<file path="config.mk">
export PLATFORM = sky130hd
export DESIGN_NAME = pps_top
export DESIGN_NICKNAME = d
export VERILOG_FILES = /design/src/pps_pkg.sv /design/src/pps_mux_if.sv /design/src/pps_top.sv /design/src/pps_pad_mux.sv
export SDC_FILE = /design/constraint.sdc
export NUM_CORES = 1
export LEC_CHECK = 0
export CAP_MARGIN = 5
export CORE_ASPECT_RATIO = 1.75
export CORE_UTILIZATION = 38
export CTS_CLUSTER_SIZE = 10
export DETAILED_ROUTE_END_ITERATION = 7
export DONT_BUFFER_PORTS = 1
export PLACE_DENSITY = 0.53
export SYNTH_ARGS = -nofsm -noshare
export SYNTH_HDL_FRONTEND = slang
export SYNTH_SLANG_ARGS = --single-unit
</file>
<file path="constraint.sdc">
create_clock -name mclk -period 2.2 [get_ports mclk]
set_clock_uncertainty 0.2 [all_clocks]
set_input_delay 0.11 -clock mclk [delete_from_list [all_inputs] [get_ports mclk]]
set_output_delay 0.11 -clock mclk [all_outputs]
set_load 0.01 [all_outputs]
</file>
<file path="src/pps_pkg.sv">
// Constants for the peripheral pin select block.
// Assumes a 32-bit Avalon-MM slave with byte addresses.
package pps_pkg;
  // ============================================================
  // Bus
  localparam int PPS_AW = 5;
  localparam int PPS_DW = 32;
  localparam logic [PPS_AW-1:0] PPS_OFS_CONFIG = 5'h00;
  localparam logic [PPS_AW-1:0] PPS_OFS_GP_ENABLE = 5'h04;
  localparam logic [PPS_AW-1:0] PPS_OFS_GP_DIRECTION = 5'h08;
  localparam logic [PPS_AW-1:0] PPS_OFS_GP_OUT = 5'h0C;
  localparam logic [PPS_AW-1:0] PPS_OFS_GP_IN = 5'h10;
  // ============================================================
  // General pins
  localparam int PPS_GP_W = 16;
  localparam int PPS_GP_EIGHT = 8;
  localparam int PPS_GP_UPPER_LO = 9;
  localparam logic [PPS_GP_W-1:0] PPS_GP_RESET = 16'h0000;
  // ============================================================
  // Config status bits
  localparam int PPS_CFG_CELL_BUS = 0;
  localparam int PPS_CFG_PCI = 1;
  localparam int PPS_CFG_SP2_STRAP = 2;
  localparam int PPS_CFG_AUTOINIT = 3;
  localparam int PPS_CFG_SP2_LIVE = 4;
  localparam int PPS_CFG_EEPROM = 5;
  localparam int PPS_CFG_DONE = 6;
endpackage

</file>
<file path="src/pps_mux_if.sv">
// Carrier between the pin-select top and its pad mux.
// Assumes pad levels are resolved by the surrounding pad ring.
`timescale 1ns/1ps
interface pps_mux_if #(parameter int W = 4);
  logic sel;
  logic [W-1:0] a_out;
  logic [W-1:0] a_oe;
  logic [W-1:0] a_in;
  logic [W-1:0] b_out;
  logic [W-1:0] b_oe;
  logic [W-1:0] b_in;
  logic [W-1:0] pad_in;
  logic [W-1:0] pad_out;
  logic [W-1:0] pad_oe;
  modport mux (input sel, a_out, a_oe, b_out, b_oe, pad_in, output a_in, b_in, pad_out, pad_oe);
  modport user (output sel, a_out, a_oe, b_out, b_oe, pad_in, input a_in, b_in, pad_out, pad_oe);
endinterface

</file>
<file path="src/pps_top.sv">
// Peripheral pin select: strap capture, pad routing, GPIO gating.
// Assumes straps held stable across reset and an Avalon-MM master.
//
// Chosen here: the address map and the Avalon-MM slave port.
`timescale 1ns/1ps
module pps_top
  import pps_pkg::*;
#(
  parameter int CB_W = 4,
  parameter int HP_W = 4,
  parameter int SP2_W = 3,
  parameter int UP_W = 7
) (
  // Clock and reset
  input wire logic mclk,
  input wire logic arst_n,
  // Avalon-MM slave
  input wire logic [pps_pkg::PPS_AW-1:0] avs_address,
  input wire logic avs_read,
  input wire logic avs_write,
  input wire logic [pps_pkg::PPS_DW-1:0] avs_writedata,
  input wire logic [3:0] avs_byteenable,
  output logic [pps_pkg::PPS_DW-1:0] avs_readdata,
  output logic avs_waitrequest,
  // Selection pins
  input wire logic cell_bus_select_pad,
  input wire logic pci_select_pin,
  input wire logic serial_port2_select,
  input wire logic autoinit_pad,
  // Peripheral enables
  output logic cell_bus_enable,
  output logic serial_port_one_enable,
  output logic host_port_enable,
  output logic pci_enable,
  output logic serial_port_two_enable,
  output logic eeprom_enable,
  output logic pci_autoinit_start,
  // Cell bus / serial port one shared pads
  input wire logic [CB_W-1:0] cb_pad_in,
  output logic [CB_W-1:0] cb_pad_out,
  output logic [CB_W-1:0] cb_pad_oe,
  input wire logic [CB_W-1:0] sp1_core_out,
  input wire logic [CB_W-1:0] sp1_core_oe,
  output logic [CB_W-1:0] sp1_core_in,
  input wire logic [CB_W-1:0] cell_core_out,
  input wire logic [CB_W-1:0] cell_core_oe,
  output logic [CB_W-1:0] cell_core_in,
  // Standalone cell bus and serial port one pads
  input wire logic cell_solo_out,
  input wire logic cell_solo_core_oe,
  output logic cell_solo_oe,
  input wire logic sp1_solo_out,
  input wire logic sp1_solo_core_oe,
  output logic sp1_solo_oe,
  // Host / PCI shared pads
  input wire logic [HP_W-1:0] hp_pad_in,
  output logic [HP_W-1:0] hp_pad_out,
  output logic [HP_W-1:0] hp_pad_oe,
  input wire logic [HP_W-1:0] host_core_out,
  input wire logic [HP_W-1:0] host_core_oe,
  output logic [HP_W-1:0] host_core_in,
  input wire logic [HP_W-1:0] pci_core_out,
  input wire logic [HP_W-1:0] pci_core_oe,
  output logic [HP_W-1:0] pci_core_in,
  // Serial port two / PCI shared pads
  input wire logic [SP2_W-1:0] s2_pad_in,
  output logic [SP2_W-1:0] s2_pad_out,
  output logic [SP2_W-1:0] s2_pad_oe,
  input wire logic [SP2_W-1:0] sp2_core_out,
  input wire logic [SP2_W-1:0] sp2_core_oe,
  output logic [SP2_W-1:0] sp2_core_in,
  input wire logic [SP2_W-1:0] pci_s2_out,
  input wire logic [SP2_W-1:0] pci_s2_oe,
  output logic [SP2_W-1:0] pci_s2_in,
  // Standalone PCI pads: byte enable zero, EEPROM chip select
  input wire logic pci_byte_enable_zero,
  input wire logic eeprom_chip_select,
  input wire logic [1:0] pci_solo_core_oe,
  output logic [1:0] pci_solo_pad_out,
  output logic [1:0] pci_solo_pad_oe,
  // Upper general pins / PCI
  input wire logic [UP_W-1:0] upper_pad_in,
  output logic [UP_W-1:0] upper_pad_out,
  output logic [UP_W-1:0] upper_pad_oe,
  input wire logic [UP_W-1:0] pci_gp_out,
  input wire logic [UP_W-1:0] pci_gp_oe,
  output logic [UP_W-1:0] pci_gp_in,
  // General pin eight / port-two clock source
  input wire logic gp8_pad_in,
  output logic gp8_pad_out,
  output logic gp8_pad_oe,
  output logic serial_port2_clock_source,
  // Lower general pins
  input wire logic [pps_pkg::PPS_GP_EIGHT-1:0] lower_pad_in,
  output logic [pps_pkg::PPS_GP_EIGHT-1:0] lower_pad_out,
  output logic [pps_pkg::PPS_GP_EIGHT-1:0] lower_pad_oe
);
  import pps_pkg::*;

  // ============================================================
  // Reset release
  logic [1:0] rst_pipe;
  logic rst_n;
  always_ff @(posedge mclk or negedge arst_n) begin
    if (!arst_n) begin
      rst_pipe <= 2'h0;
    end else begin
      rst_pipe <= {rst_pipe[0], 1'b1};
    end
  end
  assign rst_n = rst_pipe[1];

  // ============================================================
  // Pin synchronisers, no reset so straps flow in during reset
  logic [3:0] pin_meta;
  logic [3:0] pin_sync;
  logic [PPS_GP_W-1:0] gp_meta;
  logic [PPS_GP_W-1:0] gp_sync;
  always_ff @(posedge mclk) begin
    pin_meta <= {autoinit_pad, serial_port2_select, pci_select_pin, cell_bus_select_pad};
    pin_sync <= pin_meta;
    gp_meta <= {upper_pad_in, gp8_pad_in, lower_pad_in};
    gp_sync <= gp_meta;
  end

  // ============================================================
  // Strap capture
  // Captured on the first edge after internal release, so levels held
  // through reset are the ones kept; later pin moves are ignored, except by the live port-two select.
  logic cfg_done;
  logic cfg_cell_bus;
  logic cfg_pci;
  logic cfg_sp2;
  logic cfg_autoinit;
  logic sp2_live;
  logic next_autoinit;
  always_ff @(posedge mclk or negedge rst_n) begin
    if (!rst_n) begin
      cfg_done <= 1'b0;
      cfg_cell_bus <= 1'b0;
      cfg_pci <= 1'b0;
      cfg_sp2 <= 1'b0;
      cfg_autoinit <= 1'b0;
      pci_autoinit_start <= 1'b0;
    end else begin
      pci_autoinit_start <= next_autoinit;
      if (!cfg_done) begin
        cfg_done <= 1'b1;
        {cfg_autoinit, cfg_sp2, cfg_pci, cfg_cell_bus} <= pin_sync;
      end
    end
  end
  assign next_autoinit = !cfg_done && pin_sync[1] && !pin_sync[2] && pin_sync[3];
  // Port-two select stays live after reset; PCI select does not
  assign sp2_live = cfg_done ? pin_sync[2] : 1'b0;

  // ============================================================
  // Peripheral decode
  assign cell_bus_enable = cfg_cell_bus;
  assign serial_port_one_enable = !cfg_cell_bus;
  assign pci_enable = cfg_pci;
  assign host_port_enable = !cfg_pci;
  assign serial_port_two_enable = !(cfg_pci && !sp2_live);
  assign eeprom_enable = cfg_pci && !sp2_live;

  // ============================================================
  // Shared pad groups
  pps_mux_if #(.W(CB_W)) cb_if ();
  pps_mux_if #(.W(HP_W)) hp_if ();
  pps_mux_if #(.W(SP2_W)) s2_if ();
  assign cb_if.sel = cfg_cell_bus;
  assign cb_if.a_out = sp1_core_out;
  assign cb_if.a_oe = sp1_core_oe;
  assign cb_if.b_out = cell_core_out;
  assign cb_if.b_oe = cell_core_oe;
  assign cb_if.pad_in = cb_pad_in;
  assign sp1_core_in = cb_if.a_in;
  assign cell_core_in = cb_if.b_in;
  assign cb_pad_out = cb_if.pad_out;
  assign cb_pad_oe = cb_if.pad_oe;
  assign hp_if.sel = cfg_pci;
  assign hp_if.a_out = host_core_out;
  assign hp_if.a_oe = host_core_oe;
  assign hp_if.b_out = pci_core_out;
  assign hp_if.b_oe = pci_core_oe;
  assign hp_if.pad_in = hp_pad_in;
  assign host_core_in = hp_if.a_in;
  assign pci_core_in = hp_if.b_in;
  assign hp_pad_out = hp_if.pad_out;
  assign hp_pad_oe = hp_if.pad_oe;
  assign s2_if.sel = eeprom_enable;
  assign s2_if.a_out = sp2_core_out;
  assign s2_if.a_oe = sp2_core_oe;
  assign s2_if.b_out = pci_s2_out;
  assign s2_if.b_oe = pci_s2_oe;
  assign s2_if.pad_in = s2_pad_in;
  assign sp2_core_in = s2_if.a_in;
  assign pci_s2_in = s2_if.b_in;
  assign s2_pad_out = s2_if.pad_out;
  assign s2_pad_oe = s2_if.pad_oe;
  pps_pad_mux u_cb_mux (.m(cb_if.mux));
  pps_pad_mux u_hp_mux (.m(hp_if.mux));
  pps_pad_mux u_s2_mux (.m(s2_if.mux));

  // ============================================================
  // Standalone pads, unselected owner held Hi-Z
  assign cell_solo_oe = cfg_cell_bus && cell_solo_core_oe;
  assign sp1_solo_oe = !cfg_cell_bus && sp1_solo_core_oe;
  assign pci_solo_pad_out = {eeprom_chip_select, pci_byte_enable_zero};
  assign pci_solo_pad_oe = cfg_pci ? pci_solo_core_oe : 2'h0;

  // ============================================================
  // General pin registers
  logic [PPS_GP_W-1:0] gp_enable;
  logic [PPS_GP_W-1:0] gp_direction;
  logic [PPS_GP_W-1:0] gp_out;
  logic [PPS_GP_W-1:0] gp_drive;
  assign gp_drive = gp_enable & gp_direction;
  // Upper pins: PCI owns them, else software enable and direction
  assign upper_pad_out = cfg_pci ? pci_gp_out : gp_out[PPS_GP_W-1:PPS_GP_UPPER_LO];
  assign upper_pad_oe = cfg_pci ? pci_gp_oe : gp_drive[PPS_GP_W-1:PPS_GP_UPPER_LO];
  assign pci_gp_in = cfg_pci ? upper_pad_in : '0;
  // Pin eight defaults to the port-two clock source input
  assign gp8_pad_out = gp_out[PPS_GP_EIGHT];
  assign gp8_pad_oe = gp_drive[PPS_GP_EIGHT];
  assign serial_port2_clock_source = gp_enable[PPS_GP_EIGHT] ? 1'b0 : gp8_pad_in;
  // Lower pins ignore every strap
  assign lower_pad_out = gp_out[PPS_GP_EIGHT-1:0];
  assign lower_pad_oe = gp_drive[PPS_GP_EIGHT-1:0];

  // ============================================================
  // Avalon-MM slave, one wait state on every access
  logic bus_ack;
  logic bus_req;
  logic wr_take;
  logic [PPS_DW-1:0] cfg_word;
  logic [PPS_DW-1:0] rd_mux;
  logic [PPS_DW-1:0] wr_mask;
  assign bus_req = avs_read || avs_write;
  assign avs_waitrequest = bus_req && !bus_ack;
  assign wr_take = avs_write && bus_ack;
  assign wr_mask = {{8{avs_byteenable[3]}}, {8{avs_byteenable[2]}}, {8{avs_byteenable[1]}}, {8{avs_byteenable[0]}}};
  assign cfg_word = {25'h000_0000, cfg_done, eeprom_enable, sp2_live, cfg_autoinit, cfg_sp2, cfg_pci, cfg_cell_bus};
  // Unmapped addresses read zero and drop writes
  assign rd_mux = (avs_address == PPS_OFS_CONFIG) ? cfg_word :
                  (avs_address == PPS_OFS_GP_ENABLE) ? {16'h0000, gp_enable} :
                  (avs_address == PPS_OFS_GP_DIRECTION) ? {16'h0000, gp_direction} :
                  (avs_address == PPS_OFS_GP_OUT) ? {16'h0000, gp_out} :
                  (avs_address == PPS_OFS_GP_IN) ? {16'h0000, gp_sync} : 32'h0000_0000;
  always_ff @(posedge mclk or negedge rst_n) begin
    if (!rst_n) begin
      bus_ack <= 1'b0;
      avs_readdata <= 32'h0000_0000;
    end else begin
      bus_ack <= bus_req && !bus_ack;
      if (avs_read && !bus_ack) begin
        avs_readdata <= rd_mux;
      end
    end
  end
  always_ff @(posedge mclk or negedge rst_n) begin
    if (!rst_n) begin
      gp_enable <= PPS_GP_RESET;
      gp_direction <= PPS_GP_RESET;
      gp_out <= PPS_GP_RESET;
    end else if (wr_take) begin
      if (avs_address == PPS_OFS_GP_ENABLE) begin
        gp_enable <= (gp_enable & ~wr_mask[15:0]) | (avs_writedata[15:0] & wr_mask[15:0]);
      end
      if (avs_address == PPS_OFS_GP_DIRECTION) begin
        gp_direction <= (gp_direction & ~wr_mask[15:0]) | (avs_writedata[15:0] & wr_mask[15:0]);
      end
      if (avs_address == PPS_OFS_GP_OUT) begin
        gp_out <= (gp_out & ~wr_mask[15:0]) | (avs_writedata[15:0] & wr_mask[15:0]);
      end
    end
  end
endmodule

</file>
<file path="src/pps_pad_mux.sv">
// Two-way selector of one shared pad group between two owners.
// Assumes sel is stable or changes only on a clean clock edge.
`timescale 1ns/1ps
module pps_pad_mux (
  // Carrier
  pps_mux_if.mux m
);
  // ============================================================
  // Selection, sel high gives the pads to owner b
  // Unselected owner sees zeros so it cannot act on foreign traffic
  assign m.pad_out = m.sel ? m.b_out : m.a_out;
  assign m.pad_oe = m.sel ? m.b_oe : m.a_oe;
  assign m.a_in = m.sel ? '0 : m.pad_in;
  assign m.b_in = m.sel ? m.pad_in : '0;
endmodule

</file>
* Yosys cells after proc, flatten, opt, wreduce, memory -nomap -nowiden *
Cells that the tools add are included.

operators by class
  reductions and logical operators = 21
  mux-type cells = 23
  bitwise gates (word level) = 9
  eq/ne operators = 4

operator list
  kind                  number
  $and A16 B16 Y16      5
  $mux W16              5
  $or A16 B16 Y16       3
  $mux W4               8
  $mux W7               3
  $not A16 Y16          1
  $mux W3               4
  $eq A5 B4 Y1 const B  2
  $logic_and A1 B1 Y1   9
  $logic_not A1 Y1      7
  $reduce_and A2 Y1     3
  $eq A5 B3 Y1 const B  1
  $eq A5 B5 Y1 const B  1
  $logic_not A5 Y1      1
  $mux W1               2
  $mux W2               1
  $logic_or A1 B1 Y1    1

storage, ports and cells
  word-level logic and storage cells = 73
  output and inout bits = 130
  bits in registers = 129
  bits of input ports = 142

* Logic depth before layout (Yosys ltp) *
  word-level depth = 6
  depth in mapped cells = 6
  depth with buffers taken out = 4

* Modules after synthesis *
Synthesis repeated with hierarchy kept, for this count alone.

unflattened totals
  cell total of the unflattened synthesis = 451
  area, all modules = 5182.5 µm²

by module, submodules not included
  module                       sequential area each (µm²)  area an instance (µm²)  times used  cells an instance
  pps_top                      2627.5                      4692.0                  1           402
  pps_pad_mux at u_cb_mux ...  0.0                         173.9                   2           18
  pps_pad_mux at u_s2_mux      0.0                         142.6                   1           13

* Least setup slack after synthesis *
OpenSTA, ideal clock, no wires.

  path type = register to output
  start = reg cfg_done
  end = out s2_pad_oe[1]
  path slack = 256 ps
  arrival time = 1634 ps
  path buffers = 2
  data required time = 1890 ps
  stages on the path, launching flop included = 5
  cell sequence = dfrtp_1 > clkbuf_1 > a21boi_1 > clkbuf_1 > mux2_2

between the ends
  word-level cells in the longest chain between the ends = 4

ends and longest elaborated chain
  item                    line               source
  from (decl)             pps_top.sv:130     logic cfg_done;
  from (signal assigned)  pps_top.sv:139     cfg_done <= 1'b0;
  from (signal assigned)  pps_top.sv:148     cfg_done <= 1'b1;
  $mux W1                 pps_top.sv:155     assign sp2_live = cfg_done ? pin_sync[2] : 1'b0;
  $logic_not A1 Y1        pps_top.sv:164     assign eeprom_enable = cfg_pci && !sp2_live;
  $logic_and A1 B1 Y1     pps_top.sv:164
  via eeprom_enable       pps_top.sv:36      output logic eeprom_enable,
  $mux W3                 pps_pad_mux.sv:12  assign m.pad_oe = m.sel ? m.b_oe : m.a_oe;
  to (decl)               pps_top.sv:68      output logic [SP2_W-1:0] s2_pad_oe,

The timed path passes the listed nets, and every way through them passes these cells.

==> flow_metrics.tcl <==
set metrics [dict create \
    grt_pass1_vias 3814 \
    slew_viol_final 0 \
    placed_cells 613 \
    worst_ep_arrival_time_ns 2.22 \
    yosysWarningCount 0 \
    p_total_mw 5.47 \
    placed_cell_area_sq_um 5230 \
    p_per_area_nw_per_um2 851 \
    drt_iter0_drc 129 \
    dr.pass1.iters 4 \
    yosysMostFrequentCell "mux2_2" \
    drive_above_1_share_pct 27.7 \
    grt.overflow.total 0 \
    netSwitchingFraction_pct 26.0 \
    htree_levels 4 \
    cts_made_buffers 17 \
    seqPwrFrac_pct 42.6 \
    final_area_sq_um 6430 \
    yosysSeqAreaShare_pct 51.2 \
    setup_violations 0 \
    ys_ff_latch 113 \
    slew_headroom_pct 54.0 \
    hold_viol 0 \
    finalNonFillerCells 709 \
    p_comb_share_pct 11.2 \
    p_clk_share_pct 46.2 \
    crit_path_end_kind "register" \
    ys.flop_type "dfrtp_1" \
    cts_sinks 113 \
    num_io_pins 272 \
    intPower_mw 4.05 \
    routedWlPerCell_um 19.0 \
    netlist_top_cells_count "80 x mux2_2, 73 x dfrtp_1, 40 x dfxtp_1" \
    netlist_area_sq_um 5130 \
    rows 55 \
    grt_pass1_wl_mm 20.1 \
    async_flop_share_pct 64.6 \
    yosysTopAreaCell "dfrtp_1" \
    gp_congestion 0.771 \
    chipWidth_um 89.8 \
    hp-class "input port to output port" \
    switchingPower_mw 1.42 \
    grt_usage_pct 19.1 \
    syn_to_final_growth_pct 25.3 \
    maxCapViolCount 0 \
    dp_slack_ns 0.212 \
    initial_core_util_pct 39.2 \
    synth.distinct_cells 35 \
    dp_hpwl_mm 9.37 \
    clkSlewWorstSetupHoldPaths_ns 0.05 \
    worst_slew_pin_slew_ns 0.690 \
    vias 3618 \
    synth_top_cell_area_share_pct 35.6 \
    cp_slowest_cell "dlygate4sd3_1" \
    finalNetCount 667 \
    cp-start-kind "input port" \
    worstSetupPathType "input port to register" \
    period_share_pct 97.2 \
    wirelength_mm 13.5 \
    vdd_drop_max_uv 586 \
    synthTopCellsByArea "dfrtp_1 36%, mux2_2 18%, dfxtp_1 16%, mux2i_1 3.9%, buf_4 3.8%" \
    root_buffer "clkbuf_16" \
    synth_cells 463 \
    finalCriticalPeriod_ns 2.14 \
    grt_max_degree 72 \
    antenna_found_initial 0 \
    crit_required_ns 2.28 \
    cp_cell_sequence "dlygate4sd3_1, buf_16, nor3_4, nand2_4, mux2_2, dlygate4sd3_1" \
    dieArea_sq_um 14000 \
    synth_edf_count 0 \
    cts_tree "yes" \
    clk_latency_ns 0.41 \
    status "finished clean" \
    fin_ws_ns 0.0627 \
    dieHeight_um 156 \
    fmax_mhz 468 \
    core_sq_um 13100 \
    port_buffers 0 \
    static-leakage-power_nw 2.86 \
    routed_via_density 5.10 \
    syn_area_per_cell_sq_um 11.1 \
    n_antenna_cell 0 \
    cp_max_fo 46 \
    ant_nets 0 \
    cts_buffer_depth 2 \
    crit_top_cell "dlygate4sd3_1" \
    slowest_delay_ns 0.61 \
    drc_errors 0 \
]
cells by family after synthesis:
| family | count (synthesis) | synth area share (%) |
|---|---|---|
| muxes | 100 | 21.5 |
| DFF | 113 | 51.2 |
| and+or+nand+nor | 131 | 13.9 |
| buffers and inverters | 57 | 6.20 |
| other | 2 | 0.146 |
| AOI/OAI and AO/OA | 60 | 7.07 |
stage by stage:
stage	util [%]	setup TNS [ns]	hold WS [ns]
global route	49.2	-0.0223	0.0200
detailed placement	40.0	0	-0.386
global placement	40.0	0	-0.386
floorplan	-	0	-0.386
finish	49.2	0	0.0200
CTS	48.4	0	0.0201
worst max-delay path, delay by kind of cell:
kind                   cells  cell delay (ns)
AND/OR/NAND/NOR            2             0.38
buffers and inverters      3             1.41
multiplexers               1             0.30
power by group through the flow:
stage	Clock, mW	Combinational (mW)	Sequential, mW
2_1_floorplan	0	0.471	2.33
3_3_place_gp	0	0.492	2.36
3_5_place_dp	0	0.496	2.37
4_1_cts	2.58	0.613	2.33
5_1_grt	2.68	0.669	2.35
6_report	2.53	0.615	2.33
layout by cell type (no fill, tap or decap), drive strengths merged:
cell,netlist,final
mux2,80,80
dfrtp,73,73
dlygate4sd3,0,52
dfxtp,40,40
and2,30,30
a21oi,30,30
nand2,30,30
nor2,29,29
buf,36,27
mux2i,20,20
clkbuf,16,19
conb,2,18
nor2b,14,14
o31ai,13,13
o21ai,9,9
nand3b,9,9
clkinv,0,9
nor3,7,7
inv,5,5
o2bb2ai,3,3
clkinvlp,0,3
nand4,2,2
or3,2,2
or4,2,2
a221o,2,2
nand2b,2,2
a21boi,1,1
or4b,1,1
nor3b,1,1
and3,1,1
a211oi,1,1
a311oi,1,1
nor4,1,1
bufinv,0,1
worst paths after layout:
kind	start	to	slack, ns	cells after the start
max	avs_address[2]	register	0.06	6
min	eeprom_chip_select	pci_solo_pad_out[1]	0.02	0
max reg2reg	bus_ack$_DFF_PN0_	register	0.09	5
min reg2reg	rst_pipe[1]$_DFF_PN0_	asynchronous set/reset pin	0.08	1
max in group asynchronous	rst_pipe[1]$_DFF_PN0_	asynchronous set/reset pin	1.37	1
min in group asynchronous	rst_pipe[1]$_DFF_PN0_	asynchronous set/reset pin	0.08	1
what timing repair did:
| item | 4_1_cts | 5_1_grt |
|---|---|---|
| buffers inserted | 0 | 11 |
| pin swaps | 0 | 3 |
| setup endpoints to repair | 6 | 5 |
| cloned | 0 | 0 |
| hold endpoints to repair | 87 | 0 |
| resized for setup | 1 | 3 |
| hold buffers | 53 | 0 |
cell type report:
type                       count  area [sq um]
clock inverter                13           116
sequential                   113          2630
clock buffer                  19           433
multi-input combinational    309          2260
inverter                       5          18.8
timing repair buffer          79           756
fill                        1222          6650
tap                          171           214
routing by layer:
metal | part of all wire [%] | GRT usage [%] | wire length [um]
met1 | 35 | 19.2 | 4750
met5 | 0 | 0 | 0
met4 | 3.5 | 11.3 | 475
met2 | 55 | 35.2 | 7460
met3 | 6.1 | 5.17 | 820
Note: power is estimated with default switching activity, not from simulation.
